===== src/aos_pkg.sv =====
// Shared constants, types and decode functions for the adder operand selector
`default_nettype none
package aos_pkg;

	// ------------------------------------------------------------------
	// Widths
	// ------------------------------------------------------------------
	localparam int unsigned AOS_WORD_W = 16;
	localparam int unsigned AOS_BYTE_W = 8;
	localparam int unsigned AOS_AMP_W  = 14;
	localparam int unsigned AOS_ADDR_W = 8;

	// ------------------------------------------------------------------
	// Positions of nanobits N20..N26 inside the y field, N28..N31 in op field
	// ------------------------------------------------------------------
	localparam int unsigned AOS_NB_MSB0 = 0; // N20
	localparam int unsigned AOS_NB_MSB1 = 1; // N21
	localparam int unsigned AOS_NB_SRC2 = 2; // N22, heaviest source bit
	localparam int unsigned AOS_NB_SRC1 = 3; // N23
	localparam int unsigned AOS_NB_SRC0 = 4; // N24
	localparam int unsigned AOS_NB_LSB0 = 5; // N25
	localparam int unsigned AOS_NB_LSB1 = 6; // N26

	// ------------------------------------------------------------------
	// Y source codes on N22..N24 and the source select encoding
	// ------------------------------------------------------------------
	typedef enum logic [2:0] {
		AOS_YC_ZERO = 3'h0,
		AOS_YC_LTRL = 3'h1,
		AOS_YC_NONE = 3'h2,
		AOS_YC_CNTR = 3'h3,
		AOS_YC_B    = 3'h4,
		AOS_YC_ZCL  = 3'h5,
		AOS_YC_AMP  = 3'h6,
		AOS_YC_BASE = 3'h7
	} aos_ycode_t;

	typedef enum logic [1:0] {
		AOS_YS_B    = 2'h0,
		AOS_YS_AMP  = 2'h1,
		AOS_YS_ZCL  = 2'h2,
		AOS_YS_BASE = 2'h3
	} aos_ysrc_t;

	typedef enum logic [1:0] {
		AOS_XS_ACC1 = 2'h0,
		AOS_XS_ACC2 = 2'h1,
		AOS_XS_ACC3 = 2'h2,
		AOS_XS_ZCL  = 2'h3
	} aos_xsrc_t;

	// ------------------------------------------------------------------
	// Register map and reset values
	// ------------------------------------------------------------------
	localparam logic [7:0]  AOS_OFS_CTRL   = 8'h00;
	localparam logic [7:0]  AOS_OFS_YCTL   = 8'h04;
	localparam logic [7:0]  AOS_OFS_YOPND  = 8'h08;
	localparam logic [7:0]  AOS_OFS_XOPND  = 8'h0c;
	localparam logic [7:0]  AOS_OFS_ALUCTL = 8'h10;
	localparam int unsigned AOS_CTRL_BASE_BIT = 0;
	localparam logic [3:0]  AOS_OP_RST     = 4'h0;
	localparam logic [31:0] AOS_RD_ZERO    = 32'h0000_0000;

	// Edge bit select: 00 zero, 01 true, 10 complement, 11 one
	function automatic logic aos_edge_bit(input logic c0, input logic c1, input logic src);
		case ({c0, c1})
			2'h0:    aos_edge_bit = 1'b0;
			2'h1:    aos_edge_bit = src;
			2'h2:    aos_edge_bit = ~src;
			default: aos_edge_bit = 1'b1;
		endcase
	endfunction : aos_edge_bit

	// Operation code to {mode flag, function selects 3..0}
	function automatic logic [4:0] aos_op_decode(input logic [3:0] op);
		case (op)
			4'h0:    aos_op_decode = 5'h19;
			4'h1:    aos_op_decode = 5'h01;
			4'h2:    aos_op_decode = 5'h02;
			4'h3:    aos_op_decode = 5'h19;
			4'h4:    aos_op_decode = 5'h04;
			4'h5:    aos_op_decode = 5'h1d;
			4'h6:    aos_op_decode = 5'h06;
			4'h7:    aos_op_decode = 5'h07;
			4'h8:    aos_op_decode = 5'h08;
			4'h9:    aos_op_decode = 5'h09;
			4'ha:    aos_op_decode = 5'h1c;
			4'hb:    aos_op_decode = 5'h0b;
			4'hc:    aos_op_decode = 5'h16;
			4'hd:    aos_op_decode = 5'h0d;
			4'he:    aos_op_decode = 5'h0e;
			default: aos_op_decode = 5'h16;
		endcase
	endfunction : aos_op_decode

endpackage : aos_pkg
`default_nettype wire


===== src/aos_ysel.sv =====
// Y-side operand selector: source choice, byte gating and edge bit control
`timescale 1ns/1ps
`default_nettype none
module aos_ysel
	import aos_pkg::*;
#(
	parameter int unsigned WORD_W = AOS_WORD_W,
	parameter int unsigned AMP_W  = AOS_AMP_W
)(
	input  wire logic [1:0]        ysrc_sel,
	input  wire logic              high_byte_gate,
	input  wire logic              low_byte_gate,
	input  wire logic              msb_ctl_0,
	input  wire logic              msb_ctl_1,
	input  wire logic              lsb_ctl_0,
	input  wire logic              lsb_ctl_1,
	input  wire logic              base_sel,
	input  wire logic [WORD_W-1:0] b_reg,
	input  wire logic [7:0]        count_reg,
	input  wire logic [7:0]        literal_reg,
	input  wire logic [AMP_W-1:0]  alt_uprog_counter,
	input  wire logic [WORD_W-1:0] base_reg_one,
	input  wire logic [WORD_W-1:0] base_reg_two,
	input  wire logic [WORD_W-1:0] mem_addr_reg,
	output logic      [WORD_W-1:0] y_sel
);

	logic [WORD_W-1:0] raw;
	logic [WORD_W-1:0] base;

	// Source mux; b_reg is only read, so masking never touches the stored B
	always_comb
	begin
		base = base_sel ? base_reg_two : base_reg_one;
		case (aos_ysrc_t'(ysrc_sel))
			AOS_YS_B:    raw = b_reg;
			AOS_YS_ZCL:  raw = {count_reg, literal_reg};
			AOS_YS_AMP:  raw = {{(WORD_W-AMP_W){1'b0}}, alt_uprog_counter};
			AOS_YS_BASE: raw = WORD_W'(base + mem_addr_reg);
			default:     raw = '0;
		endcase
	end

	// Central bits are only zero or true; gates blank bits 14..8 and 7..1
	always_comb
	begin
		y_sel = raw;
		if (high_byte_gate)
		begin
			y_sel[WORD_W-2:WORD_W/2] = '0;
		end
		if (low_byte_gate)
		begin
			y_sel[WORD_W/2-1:1] = '0;
		end
		y_sel[WORD_W-1] = aos_edge_bit(msb_ctl_0, msb_ctl_1, raw[WORD_W-1]);
		y_sel[0]        = aos_edge_bit(lsb_ctl_0, lsb_ctl_1, raw[0]);
	end

endmodule : aos_ysel
`default_nettype wire


===== src/aos_xsel.sv =====
// X-side operand selector: plain register choice with no masking
`timescale 1ns/1ps
`default_nettype none
module aos_xsel
	import aos_pkg::*;
#(
	parameter int unsigned WORD_W = AOS_WORD_W
)(
	input  wire logic [1:0]        x_sel,
	input  wire logic [WORD_W-1:0] acc_reg_one,
	input  wire logic [WORD_W-1:0] acc_reg_two,
	input  wire logic [WORD_W-1:0] acc_reg_three,
	input  wire logic [7:0]        count_reg,
	input  wire logic [7:0]        literal_reg,
	output logic      [WORD_W-1:0] x_out
);

	// Pure selector, every bit passes unchanged
	always_comb
	begin
		case (aos_xsrc_t'(x_sel))
			AOS_XS_ACC1: x_out = acc_reg_one;
			AOS_XS_ACC2: x_out = acc_reg_two;
			AOS_XS_ACC3: x_out = acc_reg_three;
			AOS_XS_ZCL:  x_out = {count_reg, literal_reg};
			default:    x_out = '0;
		endcase
	end

endmodule : aos_xsel
`default_nettype wire


===== src/aos_operand_select.sv =====
// Adder operand selector top: microinstruction control register, operands, register port
// Overview of operation
// - Y picks zero, B, literal, counter, pair, alternate, base
// - Both byte gates zero Y bits 1..14
// - High gate governs counter onto high byte
// - Low gate governs literal onto low byte
// - Select lines choose B, pair, alternate, base
// - MSB code 00 zero, 01 true B
// - LSB codes: zero, true, complement, one
// - Source 000 gives zero, 100 gives B
// - Patterns route literal low, counter high
// - Patterns route pair, alternate count, base plus address
// - N22..24 decoded; edge nanobits registered directly
// - Masking never changes stored B contents
// - X picks an accumulator or pair, unmasked
// - Y operand is a 16-bit bus
// - Mode flag high arithmetic, low logical
// - Four function selects plus mode choose operation
// - N28..31 decode to mode and function selects
// - Central B bits only zero or true
//
// Local design decisions: strobed register access and the address map.
`timescale 1ns/1ps
`default_nettype none
module aos_operand_select
	import aos_pkg::*;
#(
	parameter int unsigned WORD_W = AOS_WORD_W,
	parameter int unsigned AMP_W  = AOS_AMP_W
)(
	input  wire logic                  sys_clk,
	input  wire logic                  rst_n,
	input  wire logic                  clk_en,
	input  wire logic                  uinstr_load,
	input  wire logic [6:0]            nano_y,
	input  wire logic [3:0]            nano_alu,
	input  wire logic [1:0]            nano_x,
	input  wire logic [WORD_W-1:0]     b_reg,
	input  wire logic [7:0]            count_reg,
	input  wire logic [7:0]            literal_reg,
	input  wire logic [AMP_W-1:0]      alt_uprog_counter,
	input  wire logic [WORD_W-1:0]     base_reg_one,
	input  wire logic [WORD_W-1:0]     base_reg_two,
	input  wire logic [WORD_W-1:0]     mem_addr_reg,
	input  wire logic [WORD_W-1:0]     acc_reg_one,
	input  wire logic [WORD_W-1:0]     acc_reg_two,
	input  wire logic [WORD_W-1:0]     acc_reg_three,
	input  wire logic [AOS_ADDR_W-1:0] reg_addr,
	input  wire logic [31:0]           reg_wdata,
	input  wire logic                  reg_wr,
	input  wire logic                  reg_rd,
	output logic      [31:0]           reg_rdata,
	output logic      [WORD_W-1:0]     y_operand_bus,
	output logic      [WORD_W-1:0]     x_operand_bus,
	output logic                       arith_mode_flag,
	output logic                       alu_fn_sel_0,
	output logic                       alu_fn_sel_1,
	output logic                       alu_fn_sel_2,
	output logic                       alu_fn_sel_3,
	output logic                       alu_carry_in
);

	// ------------------------------------------------------------------
	// State
	// ------------------------------------------------------------------
	typedef struct packed {
		logic              high_byte_gate;
		logic              low_byte_gate;
		logic              ysrc_sel_a;
		logic              ysrc_sel_b;
		logic              msb_ctl_0;
		logic              msb_ctl_1;
		logic              lsb_ctl_0;
		logic              lsb_ctl_1;
		logic [1:0]        x_sel;
		logic [3:0]        alu_op;
		logic              base_sel;
		logic [WORD_W-1:0] y_opnd;
		logic [WORD_W-1:0] x_opnd;
		logic [31:0]       rdata;
	} aos_state_t;

	aos_state_t        st;
	aos_state_t        next_st;
	logic              rst_meta_n;
	logic              rst_sync_n;
	logic [WORD_W-1:0] y_sel;
	logic [WORD_W-1:0] x_out;
	logic [4:0]        op_dec;
	logic [2:0]        ycode;

	// ------------------------------------------------------------------
	// Reset release
	// ------------------------------------------------------------------

	// Two-stage release so all state leaves reset on the same edge
	always_ff @(posedge sys_clk or negedge rst_n)
	begin
		if (!rst_n)
		begin
			rst_meta_n <= 1'b0;
			rst_sync_n <= 1'b0;
		end
		else
		begin
			rst_meta_n <= 1'b1;
			rst_sync_n <= rst_meta_n;
		end
	end

	// ------------------------------------------------------------------
	// Operand selectors
	// ------------------------------------------------------------------

	// Y side: the whole selection path lives in the leaf
	aos_ysel #(
		.WORD_W (WORD_W),
		.AMP_W  (AMP_W)
	) u_ysel (
		.ysrc_sel          ({st.ysrc_sel_a, st.ysrc_sel_b}),
		.high_byte_gate    (st.high_byte_gate),
		.low_byte_gate     (st.low_byte_gate),
		.msb_ctl_0         (st.msb_ctl_0),
		.msb_ctl_1         (st.msb_ctl_1),
		.lsb_ctl_0         (st.lsb_ctl_0),
		.lsb_ctl_1         (st.lsb_ctl_1),
		.base_sel          (st.base_sel),
		.b_reg             (b_reg),
		.count_reg         (count_reg),
		.literal_reg       (literal_reg),
		.alt_uprog_counter (alt_uprog_counter),
		.base_reg_one      (base_reg_one),
		.base_reg_two      (base_reg_two),
		.mem_addr_reg      (mem_addr_reg),
		.y_sel             (y_sel)
	);

	// X side: pure register choice
	aos_xsel #(
		.WORD_W (WORD_W)
	) u_xsel (
		.x_sel         (st.x_sel),
		.acc_reg_one   (acc_reg_one),
		.acc_reg_two   (acc_reg_two),
		.acc_reg_three (acc_reg_three),
		.count_reg     (count_reg),
		.literal_reg   (literal_reg),
		.x_out         (x_out)
	);

	// ------------------------------------------------------------------
	// Next state
	// ------------------------------------------------------------------

	// N22 is the heavy bit of the source code
	assign ycode = {nano_y[AOS_NB_SRC2], nano_y[AOS_NB_SRC1], nano_y[AOS_NB_SRC0]};

	// Control register load, operand staging and register port
	always_comb
	begin
		next_st = st;
		if (uinstr_load)
		begin
			// Every control flop loads on the same edge, so no mixed selection
			next_st.msb_ctl_0 = nano_y[AOS_NB_MSB0];
			next_st.msb_ctl_1 = nano_y[AOS_NB_MSB1];
			next_st.lsb_ctl_0 = nano_y[AOS_NB_LSB0];
			next_st.lsb_ctl_1 = nano_y[AOS_NB_LSB1];
			next_st.x_sel     = nano_x;
			next_st.alu_op    = nano_alu;
			case (aos_ycode_t'(ycode))
				AOS_YC_LTRL:
				begin
					// Counter half blanked, literal passes low byte
					next_st.high_byte_gate = 1'b1;
					next_st.low_byte_gate  = 1'b0;
					{next_st.ysrc_sel_a, next_st.ysrc_sel_b} = AOS_YS_ZCL;
				end
				AOS_YC_CNTR:
				begin
					next_st.high_byte_gate = 1'b0;
					next_st.low_byte_gate  = 1'b1;
					{next_st.ysrc_sel_a, next_st.ysrc_sel_b} = AOS_YS_ZCL;
				end
				AOS_YC_B:
				begin
					next_st.high_byte_gate = 1'b0;
					next_st.low_byte_gate  = 1'b0;
					{next_st.ysrc_sel_a, next_st.ysrc_sel_b} = AOS_YS_B;
				end
				AOS_YC_ZCL:
				begin
					next_st.high_byte_gate = 1'b0;
					next_st.low_byte_gate  = 1'b0;
					{next_st.ysrc_sel_a, next_st.ysrc_sel_b} = AOS_YS_ZCL;
				end
				AOS_YC_AMP:
				begin
					next_st.high_byte_gate = 1'b0;
					next_st.low_byte_gate  = 1'b0;
					{next_st.ysrc_sel_a, next_st.ysrc_sel_b} = AOS_YS_AMP;
				end
				AOS_YC_BASE:
				begin
					next_st.high_byte_gate = 1'b0;
					next_st.low_byte_gate  = 1'b0;
					{next_st.ysrc_sel_a, next_st.ysrc_sel_b} = AOS_YS_BASE;
				end
				default:
				begin
					// Zero and the unused code both blank the central bits
					next_st.high_byte_gate = 1'b1;
					next_st.low_byte_gate  = 1'b1;
					{next_st.ysrc_sel_a, next_st.ysrc_sel_b} = AOS_YS_B;
				end
			endcase
		end
		// Operands restaged every cycle from the live sources
		next_st.y_opnd = y_sel;
		next_st.x_opnd = x_out;
		if (reg_wr && reg_addr == AOS_OFS_CTRL)
		begin
			next_st.base_sel = reg_wdata[AOS_CTRL_BASE_BIT];
		end
		// Read data stands only in the cycle after the strobe
		next_st.rdata = AOS_RD_ZERO;
		if (reg_rd)
		begin
			case (reg_addr)
				AOS_OFS_CTRL:
					next_st.rdata = {31'h0000_0000, st.base_sel};
				AOS_OFS_YCTL:
					next_st.rdata = {20'h0_0000, st.x_sel, st.high_byte_gate,
						st.low_byte_gate, st.ysrc_sel_a, st.ysrc_sel_b, st.msb_ctl_0,
						st.msb_ctl_1, st.lsb_ctl_0, st.lsb_ctl_1, 2'h0};
				AOS_OFS_YOPND:
					next_st.rdata = {{(32-WORD_W){1'b0}}, st.y_opnd};
				AOS_OFS_XOPND:
					next_st.rdata = {{(32-WORD_W){1'b0}}, st.x_opnd};
				AOS_OFS_ALUCTL:
					next_st.rdata = {23'h00_0000, op_dec, st.alu_op};
				default:
					next_st.rdata = AOS_RD_ZERO;
			endcase
		end
	end

	// State register; clock enable low freezes everything
	always_ff @(posedge sys_clk or negedge rst_sync_n)
	begin
		if (!rst_sync_n)
		begin
			st <= '0;
		end
		else if (clk_en)
		begin
			st <= next_st;
		end
	end

	// ------------------------------------------------------------------
	// Outputs
	// ------------------------------------------------------------------

	// Mode and function selects decoded from the held operation code
	assign op_dec          = aos_op_decode(st.alu_op);
	assign arith_mode_flag = op_dec[4];
	assign alu_fn_sel_3    = op_dec[3];
	assign alu_fn_sel_2    = op_dec[2];
	assign alu_fn_sel_1    = op_dec[1];
	assign alu_fn_sel_0    = op_dec[0];
	// Carry in only for add-plus-one and subtract
	assign alu_carry_in    = (st.alu_op == 4'h3) || (st.alu_op == 4'hf);
	// b_reg is an input only; nothing here can write it back
	assign y_operand_bus   = st.y_opnd;
	assign x_operand_bus   = st.x_opnd;
	assign reg_rdata       = st.rdata;
endmodule : aos_operand_select
`default_nettype wire


===== config.mk =====
export PLATFORM = sky130hd
export DESIGN_NAME = aos_operand_select
export DESIGN_NICKNAME = d
export VERILOG_FILES = /design/src/aos_pkg.sv /design/src/aos_ysel.sv /design/src/aos_xsel.sv /design/src/aos_operand_select.sv
export SDC_FILE = /design/constraint.sdc
export NUM_CORES = 1
export LEC_CHECK = 0
export ABC_AREA = 1
export ABC_CLOCK_PERIOD_IN_PS = 2200
export BUFFER_PORTS_ARGS = -buffer_cell sky130_fd_sc_hd__clkbuf_2
export CELL_PAD_IN_SITES_DETAIL_PLACEMENT = 1
export CELL_PAD_IN_SITES_GLOBAL_PLACEMENT = 2
export CORE_ASPECT_RATIO = 0.9
export CORE_MARGIN = 2
export CORE_UTILIZATION = 23
export CTS_CLUSTER_SIZE = 24
export DETAILED_ROUTE_END_ITERATION = 7
export PLACE_DENSITY_LB_ADDON = 0.1
export SLEW_MARGIN = 20
export SYNTH_ARGS = -nofsm -noshare
export SYNTH_HDL_FRONTEND = slang
export SYNTH_SLANG_ARGS = --single-unit

===== constraint.sdc =====
create_clock -name sys_clk -period 2.2 [get_ports sys_clk]
set_input_delay 0.33 -clock sys_clk [delete_from_list [all_inputs] [get_ports sys_clk]]
set_output_delay 0.33 -clock sys_clk [all_outputs]
set_load 0.1 [all_outputs]

After elaboration in Yosys (flattened, before gate mapping)
Memories as Yosys holds them, arrays and structs flattened.
Index checks and enable logic that the tools add are counted.
{"block": "totals", "register_bits": 81, "romBits": 80, "wordCells": 61, "n_memories": 1}
{"block": "classes", "bitwise": 2, "mux": 10, "n_reduce_logical": 9, "n_addsub": 1, "eq_ne": 22}
{"memory": "(no name shown)", "words": 16, "word_bits": 5, "rd": 1, "rd_ports_with_merged_regs": 0, "write_ports": 0, "line_no": "aos_pkg.sv:76", "text": "case (op)"}
{"op": "$pmux W16 S4", "count": 2}
{"op": "$pmux W16 S5", "count": 1}
{"op": "$mux W16", "count": 2}
{"op": "$pmux W4 S6", "count": 1}
{"op": "$add A16 B16 Y16", "count": 1}
{"op": "$eq A8 B4 Y1 const B", "count": 2}
{"op": "$mux W7", "count": 2}
{"op": "$eq A2 B2 Y1 const B", "count": 6}
{"op": "$eq A3 B3 Y1 const B", "count": 4}
{"op": "$eq A2 B1 Y1 const B", "count": 4}
{"op": "$eq A8 B3 Y1 const B", "count": 1}
{"op": "$eq A8 B5 Y1 const B", "count": 1}
{"op": "$logic_not A2 Y1", "count": 4}
{"op": "$logic_not A8 Y1", "count": 1}
{"op": "$pmux W1 S3", "count": 2}
{"op": "$eq A4 B2 Y1 const B", "count": 1}
{"op": "$eq A4 B4 Y1 const B", "count": 1}
{"op": "$reduce_and A2 Y1", "count": 2}
{"op": "$eq A3 B1 Y1 const B", "count": 1}
{"op": "$eq A3 B2 Y1 const B", "count": 1}
{"op": "$not A1 Y1", "count": 2}
{"op": "$logic_and A1 B1 Y1", "count": 1}
{"op": "$logic_or A1 B1 Y1", "count": 1}

Logic depth before layout (Yosys ltp)
{"block": "depth", "ltp_word": 5, "depth_mapped": 18}

By module
From an unflattened synthesis, not the netlist that was laid out.
{"block": "hier_totals", "cells_unflattened": 824, "area_unflattened_um2": 5627.9}
{"mod": "aos_operand_select", "area_each_um2": 3641.0, "seq_area_each_um2": 1626.6, "cells_per_inst": 482, "n_inst": 1}
{"mod": "aos_ysel", "area_each_um2": 1462.7, "seq_area_each_um2": 0.0, "cells_per_inst": 248, "n_inst": 1}
{"mod": "aos_xsel", "area_each_um2": 524.3, "seq_area_each_um2": 0.0, "cells_per_inst": 94, "n_inst": 1}

Least setup slack after synthesis
OpenSTA, ideal clock, no wires.
{"block": "synth_path", "kind": "flip-flop to flip-flop", "from": "register st[65] in the netlist's numbering", "to": "register st, in the netlist reg_rdata[6]", "setup_time_ns": 0.074, "period_less_slack_ns": 3.382, "path_slack_ns": -1.182, "arrival_ns": 3.308, "stages_incl_launch_ff": 9, "path_cell_list": "dfrtp_1 -> inv_1 -> ha_1 -> inv_1 -> o21ai_0 -> nand2_1 -> o211ai_1 -> a21oi_1 -> o21ai_2"}
{"block": "synth_between", "elab_chain_cells": 3}
{"element": "start: declaration", "line_no": "aos_operand_select.sv:83", "text": "aos_state_t st;"}
{"element": "start signal: assignment", "line_no": "aos_operand_select.sv:257", "text": "st <= next_st;"}
{"element": "$mem_v2 Z16 W5"}
{"element": "named net alu_fn_sel_2", "line_no": "aos_operand_select.sv:58", "text": "output logic alu_fn_sel_2,"}
{"element": "$pmux W16 S5", "line_no": "aos_operand_select.sv:229", "text": "case (reg_addr)"}
{"element": "$mux W16", "line_no": "aos_operand_select.sv:227", "text": "if (reg_rd)"}
The timed path passes the listed nets, and every way through them passes these cells.
A chain may end at the register's enable or synchronous reset.

Final worst setup path
{"block": "layout_path", "from": "register st[64] in the netlist's numbering", "to": "register st, in the netlist y_operand_bus[14]"}
{"block": "layout_between", "elab_chain_cells": 4}
{"element": "$mux W16", "line_no": "aos_ysel.sv:34", "text": "base = base_sel ? base_reg_two : base_reg_one;"}
{"element": "$add A16 B16 Y16", "line_no": "aos_ysel.sv:39", "text": "AOS_YS_BASE: raw = WORD_W'(base + mem_addr_reg);"}
{"element": "$pmux W16 S4", "line_no": "aos_ysel.sv:35", "text": "case (aos_ysrc_t'(ysrc_sel))"}
{"element": "$mux W7", "line_no": "aos_ysel.sv:48", "text": "if (high_byte_gate)"}
Every way passes these cells.

==> impl_metrics.env <==
export IMPL_outcome="complete, but fails checks"
export IMPL_violations="setup timing"
export IMPL_cts_clk_slew_worst_paths_ns=0.06
export IMPL_muxShareOfSynthArea_pct=0
export IMPL_num_rows=52
export IMPL_initial_core_util_pct=23.4
export IMPL_max_slew_worst_pin_slew_ns=0.587
export IMPL_path_max_fanout=8
export IMPL_skew_ns=0.00541
export IMPL_die_width_um=163
export IMPL_ff2ff_setup_slack_ns=-0.03
export IMPL_ys_types=45
export IMPL_cp_start_kind="flop"
export IMPL_syn_area_mm2=0.00524
export IMPL_cts_tree="done"
export IMPL_synth_edff_count=0
export IMPL_syn_inst=754
export IMPL_period_share_pct=102
export IMPL_grt_max_degree=64
export IMPL_fin_nets=1193
export IMPL_crit_path_end_kind="flop"
export IMPL_yosys_area_share_simple_pct=26.4
export IMPL_drt_first_pass_iters=5
export IMPL_grt_pass1_vias=6161
export IMPL_gr_usage_all_layers_pct=19.8
export IMPL_fin_crit_ns=2.23
export IMPL_grt_overflow=0
export IMPL_criticalPathCategory="reg2reg"
export IMPL_synth_xor_area_share_pct=0.334
export IMPL_antenna_found_initial=2
export IMPL_cts_sinks=65
export IMPL_power_leakage_nw=3.80
export IMPL_setup_tns_ns=-0.0349
export IMPL_cts_root_buffer="clkbuf_16"
export IMPL_worstSkewPairLatency_ns=0.34
export IMPL_synth_compound_area_share_pct=20.9
export IMPL_gp_congestion=0.804
export IMPL_syn_area_per_cell_um2=6.95
export IMPL_ys_warnings_count=0
export IMPL_setup_slack_ns=-0.0349
export IMPL_ioPinCount=271
export IMPL_synth_top_cell_by_area="dfrtp_1"
export IMPL_holdWs_ns=0.229
export IMPL_finalMaxSlewViolations=0
export IMPL_dpl_hpwl_mm=19.2
export IMPL_core_area_mm2=0.0224
export IMPL_design_die_area_mm2=0.0240
export IMPL_totalWireLength_mm=23.4
export IMPL_yosysMostFrequentCell="nand2_1"
export IMPL_port_buffers=223
export IMPL_die_h_um=147
export IMPL_critical_path_arrival_ns=2.50
export IMPL_grt_pass1_wl_mm=35.7
export IMPL_ys_top_cells_by_count="220 x nand2_1, 66 x buf_4, 65 x dfrtp_1, 64 x nor2_1, 62 x inv_1"
export IMPL_synth_top_family_by_area="simple AND/OR/NAND/NOR gates"
export IMPL_async_flop_share_pct=100
export IMPL_hold_path_class="in2reg"
export IMPL_power_density_mw_per_mm2=769
export IMPL_maxCapViolations=0
export IMPL_viasPerCell=4.53
export IMPL_slew_headroom_pct=61.0
export IMPL_hold_viol_final=0
export IMPL_drive_above_1_share_pct=45.1
export IMPL_pre_cts_slack_ns=-0.181
export IMPL_ys_ff_latch=65
export IMPL_yosysSeqAreaShare_pct=31.0
export IMPL_ys_flop_type="dfrtp_1"
export IMPL_synthAdderAreaFrac_pct=4.68
export IMPL_crit_required_ns=2.46
export IMPL_wl_per_cell_um=18.4
export IMPL_numCtsBuffers=9
export IMPL_drtIter0Drc=205
export IMPL_clock_fmax_mhz=447
export IMPL_vdd_ir_drop_max_uv=360
export IMPL_rsz0062_at_grt="yes"
export IMPL_post_route_drc_count=0
export IMPL_htree_levels=3
export IMPL_yosysTopAreaCellShare_pct=31.0
export IMPL_clockBufferDepth=2
export IMPL_setup_viol=1
export IMPL_ant_nets=0
export IMPL_dr_total_vias=5775
export IMPL_synth_area_leaders="dfrtp_1 31%, nand2_1 16%, buf_4 9.5%"
export IMPL_area_growth_syn_to_layout_pct=44.6
-- layout by cell type (no fill, tap or decap), types with 3 or more instances in the layout --
cell / synthesis / routed
nand3_2: 3 / 9
o21ai_1: 12 / 17
a21oi_1: 56 / 44
nor2_1: 64 / 55
inv_2: 8 / 12
nor2_2: 4 / 12
conb_1: 2 / 17
nand2_2: 8 / 42
buf_12: 0 / 6
a31oi_1: 3 / 3
nand3_4: 2 / 5
ha_1: 18 / 4
nor2_4: 2 / 3
clkbuf_2: 0 / 218
o21ai_0: 45 / 35
nand3_1: 17 / 8
a221oi_1: 11 / 11
inv_1: 62 / 57
a211oi_1: 3 / 3
o22ai_1: 4 / 4
nor3_1: 4 / 3
buf_4: 66 / 49
dfrtp_1: 65 / 62
a41oi_1: 11 / 11
clkbuf_16: 0 / 9
nand2_4: 0 / 10
dfrtp_2: 0 / 3
nand2_1: 220 / 176
o21ai_2: 10 / 14
buf_6: 3 / 3
o211ai_1: 7 / 7
a22oi_1: 6 / 6
ha_4: 0 / 14
a21oi_4: 0 / 3
a21oi_2: 3 / 12
-- worst max-delay path, stage by stage (launching register included) --
cell and delay (ns):
dfrtp_2 0.45, clkinv_4 0.11, buf_8 0.15, nand2_4 0.06
nand2_4 0.05, ha_4 0.26, buf_6 0.12, a21oi_4 0.20
o21bai_4 0.12, a21oi_2 0.17, nand2_1 0.08, nand2_2 0.07
nand3_2 0.09, nand2_2 0.08, nand2_1 0.05, o21ai_1 0.08
-- per-layer routing --
metal  track usage (%)  share of wire, %
met5                 0             0.055
met4              3.05              0.54
met3              4.88               6.8
met2              32.5                47
met1              26.8                46
-- cell families after synthesis --
family                     after synthesis
xor gates and xnor gates                 2
buffers and inverters                  157
and+or+nand+nor                        331
AOI/OAI and AO/OA                      178
DFF                                     65
adders and majority gates               19
other                                    2
-- report_power, final --
| group | switching [W] | internal (W) |
|---|---|---|
| Clock | 0.000567 | 0.000991 |
| Sequential | 0.000150 | 0.00134 |
| Combinational | 0.00205 | 0.000726 |
| Total | 0.00277 | 0.00306 |
-- layout make-up --
type                    instances  area, um2
fillers                      2823      14900
multi-input cells             547       3350
repair buffers                278       1640
flip-flops and latches         65       1630
well taps                     297        372
inverters                      72        279
clock buffers                  11        233
clock inverters                 5       80.1
diodes                          1       2.50
-- through the flow --
step | total power (W) | utilization [%] | instances | instance area (um2)
after floorplan | 0.00347 | - | 769 | 5310
after global placement | 0.00411 | 29.6 | 1252 | 6650
after detailed placement | 0.00411 | 29.6 | 1252 | 6650
after CTS | 0.00575 | 31.7 | 1269 | 7120
after global routing | 0.00614 | 33.8 | 1275 | 7580
final | 0.00583 | 33.8 | 1276 | 7580
-- sequential cells by signal, indices dropped and copies added, names as in the netlist --
name / cells
reg_rdata: 16
y_operand_bus: 16
x_operand_bus: 16
rst_sync_n: 1
rst_meta_n: 1
st: 15
-- path summary, 6_finish.rpt --
| check | depth (start not counted) | start | end |
|---|---|---|---|
| worst min-delay path | 3 | acc_reg_one[12] | x_operand_bus[12]$_DFFE_PN0P_ |
| worst min register to register | 1 | rst_sync_n$_DFF_PN0_ | reg_rdata[12]$_DFFE_PN0P_ |
| min in group asynchronous | 1 | rst_sync_n$_DFF_PN0_ | reg_rdata[12]$_DFFE_PN0P_ |
| worst max-delay path | 15 | st[64]$_DFFE_PN0P_ | y_operand_bus[14]$_DFFE_PN0P_ |
| worst max register to register | 15 | st[64]$_DFFE_PN0P_ | y_operand_bus[14]$_DFFE_PN0P_ |
| max in group asynchronous | 1 | rst_sync_n$_DFF_PN0_ | st[64]$_DFFE_PN0P_ |
-- what timing repair did --
item	4_1_cts	5_1_grt
hold buffers	1	0
endpoints found under the setup margin	13	15
pin swaps	3	43
setup buffers	0	6
endpoints found under the hold margin	2	0
gates resized for setup	35	99
(Power assumes the default switching activity.)
